### config.mk
export PLATFORM = sky130hd
export DESIGN_NAME = vfcr_regs_bank
export DESIGN_NICKNAME = d
export VERILOG_FILES = /design/src/vfcr_pkg.sv /design/src/vfcr_ovf_counter.sv /design/src/vfcr_regs_bank.sv
export VERILOG_INCLUDE_DIRS = /design/src
export SDC_FILE = /design/constraint.sdc
export NUM_CORES = 1
export LEC_CHECK = 0
export ABC_AREA = 1
export BUFFER_PORTS_ARGS = -buffer_cell sky130_fd_sc_hd__buf_2
export CAP_MARGIN = 20
export CORE_ASPECT_RATIO = 2
export CORE_MARGIN = 3
export CORE_UTILIZATION = 62
export DETAILED_ROUTE_END_ITERATION = 8
export PLACE_DENSITY = 0.77
export SYNTH_ARGS = -nofsm -noshare
export SYNTH_HDL_FRONTEND = slang
export SYNTH_SLANG_ARGS = --single-unit
### constraint.sdc
create_clock -name ref_clk -period 2.83 [get_ports ref_clk]
set_clock_uncertainty 0.05 [all_clocks]
set_input_delay 0.1415 -clock ref_clk [delete_from_list [all_inputs] [get_ports ref_clk]]
set_output_delay 0.1415 -clock ref_clk [all_outputs]
set_load 0.005 [all_outputs]
### src/vfcr_regs.svh
`ifndef VFCR_REGS_SVH
`define VFCR_REGS_SVH

// Host addresses; reads and writes at one address reach different registers
`define VFCR_OFS_300 16'h0300
`define VFCR_OFS_301 16'h0301
`define VFCR_OFS_302 16'h0302
`define VFCR_OFS_303 16'h0303
`define VFCR_OFS_304 16'h0304
`define VFCR_OFS_305 16'h0305
`define VFCR_OFS_306 16'h0306
`define VFCR_OFS_307 16'h0307

// Reset values
`define VFCR_RST_WINDOW 8'h00
`define VFCR_RST_GAIN 9'h000
`define VFCR_RST_PICK 2'h0
`define VFCR_RST_CTRL1 8'h00
`define VFCR_RST_CTRL2 7'h00
`define VFCR_RST_CORR 3'h0
`define VFCR_RST_YDLY 3'h7
`define VFCR_RST_COUNT 16'h0000

// Field positions of chroma_offset_ctrl
`define VFCR_U_FIX_MSB 2
`define VFCR_U_FIX_LSB 0
`define VFCR_V_FIX_MSB 5
`define VFCR_V_FIX_LSB 3
`define VFCR_MODE_MSB 7
`define VFCR_MODE_LSB 6

// Field positions of clamp_loop_ctrl
`define VFCR_TAU_MSB 1
`define VFCR_TAU_LSB 0
`define VFCR_YDLY_MSB 3
`define VFCR_YDLY_LSB 2
`define VFCR_EXTRA_MSB 6
`define VFCR_EXTRA_LSB 4

// Chroma clamp loop time constant in lines
`define VFCR_TAU_LINES_0 6'h04
`define VFCR_TAU_LINES_1 6'h09
`define VFCR_TAU_LINES_2 6'h13
`define VFCR_TAU_LINES_3 6'h27

// Luma delay offset subtracted from the code
`define VFCR_YDLY_BIAS 3'h1

// Saturation value of the overflow counters
`define VFCR_CNT_MAX 16'hffff

`endif

### src/vfcr_pkg.sv
package vfcr_pkg;

  typedef enum logic [1:0] {
    VFCR_PICK_LUMA = 2'h0,
    VFCR_PICK_U = 2'h1,
    VFCR_PICK_V = 2'h2,
    VFCR_PICK_V_ALT = 2'h3
  } vfcr_pick_type;

  typedef enum logic [1:0] {
    VFCR_CORR_INTERNAL = 2'h0,
    VFCR_CORR_EXTERNAL = 2'h1,
    VFCR_CORR_HOLD = 2'h2,
    VFCR_CORR_HOLD_ALT = 2'h3
  } vfcr_corr_mode_type;

  typedef logic [15:0] vfcr_count_type;

endpackage : vfcr_pkg

### src/vfcr_ovf_counter.sv
`timescale 1ns/1ps
`default_nettype none
`include "vfcr_regs.svh"

module vfcr_ovf_counter (
  // Clock and reset
  input wire logic ref_clk,
  input wire logic reset_n,
  // Event and snapshot
  input wire logic event_pulse,
  input wire logic snap_strobe,
  // Held count
  output vfcr_pkg::vfcr_count_type held_count
);
  import vfcr_pkg::*;

  vfcr_count_type count_reg;
  vfcr_count_type held_reg;

  // An event on the snapshot cycle starts the next count at one
  always_ff @(posedge ref_clk or negedge reset_n) begin
    if (!reset_n) begin
      count_reg <= `VFCR_RST_COUNT;
    end else if (snap_strobe) begin
      count_reg <= {15'h0000, event_pulse};
    end else if (event_pulse && count_reg != `VFCR_CNT_MAX) begin
      count_reg <= count_reg + 16'h0001;
    end
  end

  always_ff @(posedge ref_clk or negedge reset_n) begin
    if (!reset_n) begin
      held_reg <= `VFCR_RST_COUNT;
    end else if (snap_strobe) begin
      held_reg <= count_reg;
    end
  end

  assign held_count = held_reg;
endmodule : vfcr_ovf_counter
`default_nettype wire

### src/vfcr_regs_bank.sv
`timescale 1ns/1ps
`default_nettype none
`include "vfcr_regs.svh"

// Notes on behaviour
// three 9-bit gain settings, luma, U, V
// pick code 0 luma, 1 U, 2/3 V
// level-11 count read as high, low bytes
// level-10 count read at next two addresses
// level-01 count read at 304/305
// U fix value applied in external mode
// V fix value applied in external mode
// mode field: internal, external, hold, hold
// time constant 4, 9, 19, 39 lines
// luma shifted -1, 0, 1, 2 samples
// measured U/V offsets readable at 306/307
// reads and writes share addresses, distinct registers
module vfcr_regs_bank (
  // Clock and reset
  input wire logic ref_clk,
  input wire logic reset_n,
  // Host interface
  input wire logic [15:0] host_addr,
  input wire logic host_wr_en,
  input wire logic host_rd_en,
  input wire logic [8:0] host_wr_data,
  output logic [8:0] host_rd_data,
  output logic host_rd_valid,
  // Converter level events, bit 0 luma, 1 U, 2 V
  input wire logic [2:0] lvl3_event,
  input wire logic [2:0] lvl2_event,
  input wire logic [2:0] lvl1_event,
  input wire logic stats_snapshot,
  // Measured clamp offsets, gain 16
  input wire logic [6:0] measured_u_offset,
  input wire logic [6:0] measured_v_offset,
  // Clamp window and gains
  output logic [7:0] clamp_window_begin,
  output logic [7:0] clamp_window_end,
  output logic [8:0] luma_gain_setting,
  output logic [8:0] u_gain_setting,
  output logic [8:0] v_gain_setting,
  output vfcr_pkg::vfcr_pick_type converter_pick,
  // Chroma offset correction
  output vfcr_pkg::vfcr_corr_mode_type chroma_offset_fix_mode,
  output logic [2:0] u_offset_applied,
  output logic [2:0] v_offset_applied,
  // Clamp loop and luma delay
  output logic [5:0] chroma_clamp_time_const,
  output logic [2:0] luma_delay_shift,
  output logic [2:0] clamp_loop_extra
);
  import vfcr_pkg::*;

  logic [7:0] clamp_begin_reg;
  logic [7:0] clamp_end_reg;
  logic [8:0] luma_gain_reg;
  logic [8:0] u_gain_reg;
  logic [8:0] v_gain_reg;
  logic [1:0] pick_reg;
  logic [7:0] chroma_offset_ctrl_reg;
  logic [6:0] clamp_loop_ctrl_reg;
  logic [2:0] u_applied_reg;
  logic [2:0] v_applied_reg;
  logic [5:0] time_const_reg;
  logic [2:0] ydly_shift_reg;
  logic [8:0] rd_data_reg;
  logic [8:0] rd_data_next;
  logic rd_valid_reg;
  logic [8:0] event_vec;
  vfcr_count_type held_count [9];
  logic [1:0] conv_index;
  logic [2:0] u_fix_value;
  logic [2:0] v_fix_value;
  logic [1:0] fix_mode;
  logic [1:0] tau_code;
  logic [1:0] ydly_code;
  vfcr_count_type lvl3_sel;
  vfcr_count_type lvl2_sel;
  vfcr_count_type lvl1_sel;

  // Host writes: only control registers are reachable here
  always_ff @(posedge ref_clk or negedge reset_n) begin
    if (!reset_n) begin
      clamp_begin_reg <= `VFCR_RST_WINDOW;
      clamp_end_reg <= `VFCR_RST_WINDOW;
    end else if (host_wr_en) begin
      if (host_addr == `VFCR_OFS_300) begin
        clamp_begin_reg <= host_wr_data[7:0];
      end
      if (host_addr == `VFCR_OFS_301) begin
        clamp_end_reg <= host_wr_data[7:0];
      end
    end
  end

  always_ff @(posedge ref_clk or negedge reset_n) begin
    if (!reset_n) begin
      luma_gain_reg <= `VFCR_RST_GAIN;
      u_gain_reg <= `VFCR_RST_GAIN;
      v_gain_reg <= `VFCR_RST_GAIN;
    end else if (host_wr_en) begin
      if (host_addr == `VFCR_OFS_302) begin
        luma_gain_reg <= host_wr_data;
      end
      if (host_addr == `VFCR_OFS_303) begin
        u_gain_reg <= host_wr_data;
      end
      if (host_addr == `VFCR_OFS_304) begin
        v_gain_reg <= host_wr_data;
      end
    end
  end

  always_ff @(posedge ref_clk or negedge reset_n) begin
    if (!reset_n) begin
      pick_reg <= `VFCR_RST_PICK;
    end else if (host_wr_en && host_addr == `VFCR_OFS_305) begin
      pick_reg <= host_wr_data[1:0];
    end
  end

  always_ff @(posedge ref_clk or negedge reset_n) begin
    if (!reset_n) begin
      chroma_offset_ctrl_reg <= `VFCR_RST_CTRL1;
      clamp_loop_ctrl_reg <= `VFCR_RST_CTRL2;
    end else if (host_wr_en) begin
      if (host_addr == `VFCR_OFS_306) begin
        chroma_offset_ctrl_reg <= host_wr_data[7:0];
      end
      if (host_addr == `VFCR_OFS_307) begin
        clamp_loop_ctrl_reg <= host_wr_data[6:0];
      end
    end
  end

  assign u_fix_value = chroma_offset_ctrl_reg[`VFCR_U_FIX_MSB:`VFCR_U_FIX_LSB];
  assign v_fix_value = chroma_offset_ctrl_reg[`VFCR_V_FIX_MSB:`VFCR_V_FIX_LSB];
  assign fix_mode = chroma_offset_ctrl_reg[`VFCR_MODE_MSB:`VFCR_MODE_LSB];
  assign tau_code = clamp_loop_ctrl_reg[`VFCR_TAU_MSB:`VFCR_TAU_LSB];
  assign ydly_code = clamp_loop_ctrl_reg[`VFCR_YDLY_MSB:`VFCR_YDLY_LSB];

  // Applied chroma correction; internal mode removes the gain of 16
  always_ff @(posedge ref_clk or negedge reset_n) begin
    if (!reset_n) begin
      u_applied_reg <= `VFCR_RST_CORR;
      v_applied_reg <= `VFCR_RST_CORR;
    end else begin
      case (fix_mode)
        VFCR_CORR_INTERNAL: begin
          u_applied_reg <= measured_u_offset[6:4];
          v_applied_reg <= measured_v_offset[6:4];
        end
        VFCR_CORR_EXTERNAL: begin
          u_applied_reg <= u_fix_value;
          v_applied_reg <= v_fix_value;
        end
        default: begin
          u_applied_reg <= u_applied_reg;
          v_applied_reg <= v_applied_reg;
        end
      endcase
    end
  end

  always_ff @(posedge ref_clk or negedge reset_n) begin
    if (!reset_n) begin
      time_const_reg <= `VFCR_TAU_LINES_0;
    end else begin
      case (tau_code)
        2'h0: time_const_reg <= `VFCR_TAU_LINES_0;
        2'h1: time_const_reg <= `VFCR_TAU_LINES_1;
        2'h2: time_const_reg <= `VFCR_TAU_LINES_2;
        default: time_const_reg <= `VFCR_TAU_LINES_3;
      endcase
    end
  end

  // Luma delay code 0..3 gives a shift of -1..2 in two's complement
  always_ff @(posedge ref_clk or negedge reset_n) begin
    if (!reset_n) begin
      ydly_shift_reg <= `VFCR_RST_YDLY;
    end else begin
      ydly_shift_reg <= {1'b0, ydly_code} - `VFCR_YDLY_BIAS;
    end
  end

  // Overflow statistics: index is three times (3 minus level) plus converter
  assign event_vec = {lvl1_event, lvl2_event, lvl3_event};

  for (genvar i = 0; i < 9; i++) begin : g_ovf
    vfcr_ovf_counter u_counter (
      .ref_clk(ref_clk),
      .reset_n(reset_n),
      .event_pulse(event_vec[i]),
      .snap_strobe(stats_snapshot),
      .held_count(held_count[i])
    );
  end

  // Codes 2 and 3 both pick the V converter
  assign conv_index = pick_reg[1] ? 2'h2 : {1'b0, pick_reg[0]};
  assign lvl3_sel = held_count[conv_index];
  assign lvl2_sel = held_count[4'(conv_index) + 4'h3];
  assign lvl1_sel = held_count[4'(conv_index) + 4'h6];

  // Host reads: only status registers are visible here
  always_comb begin
    rd_data_next = 9'h000;
    case (host_addr)
      `VFCR_OFS_300: rd_data_next = {1'b0, lvl3_sel[15:8]};
      `VFCR_OFS_301: rd_data_next = {1'b0, lvl3_sel[7:0]};
      `VFCR_OFS_302: rd_data_next = {1'b0, lvl2_sel[15:8]};
      `VFCR_OFS_303: rd_data_next = {1'b0, lvl2_sel[7:0]};
      `VFCR_OFS_304: rd_data_next = {1'b0, lvl1_sel[15:8]};
      `VFCR_OFS_305: rd_data_next = {1'b0, lvl1_sel[7:0]};
      `VFCR_OFS_306: rd_data_next = {2'h0, measured_u_offset};
      `VFCR_OFS_307: rd_data_next = {2'h0, measured_v_offset};
      default: rd_data_next = 9'h000;
    endcase
  end

  always_ff @(posedge ref_clk or negedge reset_n) begin
    if (!reset_n) begin
      rd_data_reg <= 9'h000;
    end else if (host_rd_en) begin
      rd_data_reg <= rd_data_next;
    end
  end

  always_ff @(posedge ref_clk or negedge reset_n) begin
    if (!reset_n) begin
      rd_valid_reg <= 1'b0;
    end else begin
      rd_valid_reg <= host_rd_en;
    end
  end

  assign host_rd_data = rd_data_reg;
  assign host_rd_valid = rd_valid_reg;
  assign clamp_window_begin = clamp_begin_reg;
  assign clamp_window_end = clamp_end_reg;
  assign luma_gain_setting = luma_gain_reg;
  assign u_gain_setting = u_gain_reg;
  assign v_gain_setting = v_gain_reg;
  assign converter_pick = vfcr_pick_type'(pick_reg);
  assign chroma_offset_fix_mode = vfcr_corr_mode_type'(fix_mode);
  assign u_offset_applied = u_applied_reg;
  assign v_offset_applied = v_applied_reg;
  assign chroma_clamp_time_const = time_const_reg;
  assign luma_delay_shift = ydly_shift_reg;
  assign clamp_loop_extra = clamp_loop_ctrl_reg[`VFCR_EXTRA_MSB:`VFCR_EXTRA_LSB];
endmodule : vfcr_regs_bank
`default_nettype wire

==> summary.txt <==
vias in the first global route: 17,100
final hold violations: 0
grt ovf: 0
Clock Path Buffers: 3
clock slew at reported path FFs: 0.07 ns
asr flop ratio synth: 1.00
Leak: 0.0105 µW
met2 Use GR: 0.612
final worst setup slack: 0.552 ns
CP arrival: 2.64 ns
f_max: 439 MHz
mapped cell area: 0.0193 mm²
GRT busiest layer: met2
ys flop type: dfrtp_1
WL final: 54.9 mm
met1 usage: 0.358
Seq pwr share: 0.487
outcome: finished clean
final setup violation count: 0
I/O pin cnt: 128
Crit path required time: 3.19 ns
syn avg cell area: 7.71 µm²
Via-to-Cell Ratio: 5.71
setup TNS: 0 ns
nets: 2,679
Distinct cells, synth: 46
post-route ant nets: 0
Global Route Usage Sum: 0.334
Max-Cap Viols: 0
diodes inserted: 0
DR vias: 17,200
Rows: 90
post-CTS setup buffer count: 0
H-tree levels: 2
HPWL after detailed placement: 40.0 mm
clock group share of total power: 0.455
syn nets: 2,564
area of the multi-input gates: 0.00850 mm²
Reg2Reg Depth: 8
Initial DRC Count: 1,168
Starting Density: 0.633
global placer's final weighted congestion: 0.918
Seq cells post-synth: 372
CTS Buf Count: 35
number of flops mapped to enable cells by yosys: 0
CTS Root Cell: clkbuf_16
Die H: 255 µm
layout cells sized above 1: 0.114
DRC Markers: 0
area occupied by registers: 0.00931 mm²
CP Class: reg -> reg
R2R Setup Slk: 0.55 ns
initial antenna violation count: 0
# clock sinks: 372
die footprint: 0.0333 mm²
met3 Usage GRT: 0.0378
Clock Latency Late Sink: 0.54 ns
worst-margin pin slew: 0.914 ns
Psw: 2620 µW
first-pass GRT wire length: 87.3 mm
Avg WL per Cell: 18.3 µm
Cell Pwr Density: 521 mW/mm²
worst-path maximum fanout: 13
startpoint types: flip-flop
Final period util: 0.805
P_int: 8620 µW
hold crit path type: in -> reg
hold depth: 3
Slew headroom: 0.391
Setup crit start: g_ovf[1].u_counter.count_reg[1]$_DFFE_PN0P_
Slew Viols, Final: 0
number of iterations in the first detailed-routing pass: 6
peak supply drop: 0.495 mV
crit path to: g_ovf[1].u_counter.count_reg[14]$_DFFE_PN0P_
RSZ-0062 raised after global routing: no
die width: 131 µm
Yosys Warn Count: 0
CTS tree: yes
IO buf count: 126
combinational power share: 0.057
Worst setup EP type: flip-flop
worst r2r dst: g_ovf[1].u_counter.count_reg[14]$_DFFE_PN0P_
post-route minimum period: 2.28 ns
Post-Synthesis Cells: 2,497
core box area: 0.0304 mm²
FF-to-FF Start: g_ovf[1].u_counter.count_reg[1]$_DFFE_PN0P_
largest net degree at the start of global routing: 195
Seq/Total Area, Yosys: 0.484
Syn-to-layout area delta: 12.0%
pre-CTS setup slack: 0.623 ns
Sw Ratio: 0.233
Layout fillers: 2,531
-- synth_stat cells (4+ instances only) --
cell type	number	share of area
nand2_1	816	0.16
ha_1	14	0.0091
dfstp_2	4	0.0055
buf_6	13	0.0076
inv_2	8	0.0016
nor2_8	5	0.0052
a21oi_1	25	0.0065
mux2i_1	6	0.0031
nand3_2	9	0.0047
dfrtp_1	368	0.48
buf_4	13	0.0051
buf_2	39	0.010
buf_1	4	0.00078
nor3_1	43	0.011
nand4_1	53	0.017
nor2_1	238	0.046
inv_1	212	0.041
nand3_4	4	0.0036
xor2_1	48	0.022
nand3_1	202	0.053
nor2_2	7	0.0023
xnor2_1	8	0.0036
nand3b_1	5	0.0020
clkbuf_1	28	0.0055
o21ai_0	226	0.059
o21ai_1	35	0.0091
nand2_2	8	0.0026
o21ai_2	11	0.0050
nor2_4	8	0.0047
or2_2	8	0.0026
-- per-layer routing --
metal / wire length (µm) / vias to the layer above
met2: 29000 / 587
met1: 19200 / 8155
met3: 2620 / 206
met5: 0 / -
met4: 4050 / 0
li1: - / 8211
-- repair_timing --
action / in CTS / in global routing
gates resized for setup: 0 / 0
hold buffers: 22 / 0
endpoints found under the hold margin: 143 / 0
-- worst min-delay path by stage --
stage	startpoint	endpoint	slack (ns)
after floorplan	reset_n	chroma_clamp_time_const[0]$_DFF_PN0_	-0.20
after global placement	reset_n	chroma_clamp_time_const[3]$_DFF_PN0_	0.19
after detailed placement	reset_n	chroma_clamp_time_const[0]$_DFF_PN0_	0.19
after CTS	host_wr_data[3]	v_gain_setting[3]$_DFFE_PN0P_	0.004
after global routing	host_wr_data[3]	luma_gain_setting[3]$_DFFE_PN0P_	0.02
final	host_wr_data[3]	v_gain_setting[3]$_DFFE_PN0P_	0.02
-- cell type report --
type                    instances  area share
flip-flops and latches        372       0.432
multi-input cells            1800       0.394
repair buffers                178      0.0547
clock buffers                  43      0.0458
inverters                     225      0.0397
clock inverters                19      0.0121
well taps                     368      0.0214
-- cells by family after synthesis --
kind of cell             share of synthesized area
AO/OA/AOI/OAI                               0.0837
XOR/XNOR                                    0.0255
adder cells (fa/ha/maj)                    0.00910
buffers and inverters                       0.0746
flip-flops                                   0.484
multiplexers                               0.00312
other                                     0.000195
AND/OR/NAND/NOR                              0.320
-- placed cells by master, fill, tap and decap left out, drive strengths merged, types with 3 or more instances in the layout --
| cell | count |
|---|---|
| nor2 | 258 |
| dfstp | 4 |
| nor3 | 47 |
| dfrtp | 368 |
| or2 | 8 |
| nand3 | 215 |
| a21oi | 25 |
| o21bai | 3 |
| xnor2 | 8 |
| nand3b | 5 |
| bufinv | 6 |
| clkinv | 13 |
| xor2 | 48 |
| dlygate4sd3 | 22 |
| clkinvlp | 3 |
| ha | 14 |
| nand4 | 53 |
| nand2 | 827 |
| buf | 156 |
| inv | 222 |
| clkbuf | 43 |
| mux2i | 6 |
| o21ai | 273 |
| o31ai | 3 |
-- critical path, cell delays in order, from the launching register on --
cell and delay, ns:
dfrtp_1 0.39, ha_1 0.22, nand3_1 0.16, nor3_4 0.24, nand3_1 0.10, nand2_1 0.33
clkinv_1 0.39, nand4_1 0.17, o21ai_0 0.09
-- per-stage QoR --
| stage | utilization | instance area, µm² | total power (µW) | hold WS [ns] | cells |
|---|---|---|---|---|---|
| final | 0.709 | 21600 | 11200 | 0.0196 | 3005 |
| after global routing | 0.709 | 21600 | 11600 | 0.0178 | 3005 |
| after CTS | 0.709 | 21600 | 11300 | 0.00412 | 3005 |
| after detailed placement | 0.661 | 20100 | 6200 | 0.189 | 2921 |
| after global placement | 0.661 | 20100 | 6180 | 0.193 | 2921 |
| after floorplan | - | 19300 | 5880 | -0.204 | 2497 |
-- power groups by stage --
stage	sequential (µW)	clock, µW	combinational, µW
finish	5480	5120	644
global route	5480	5390	722
CTS	5480	5200	648
detailed placement	5580	0	620
global placement	5570	0	610
floorplan	5550	0	331
No activity file was read; power rests on OpenSTA's default activity.
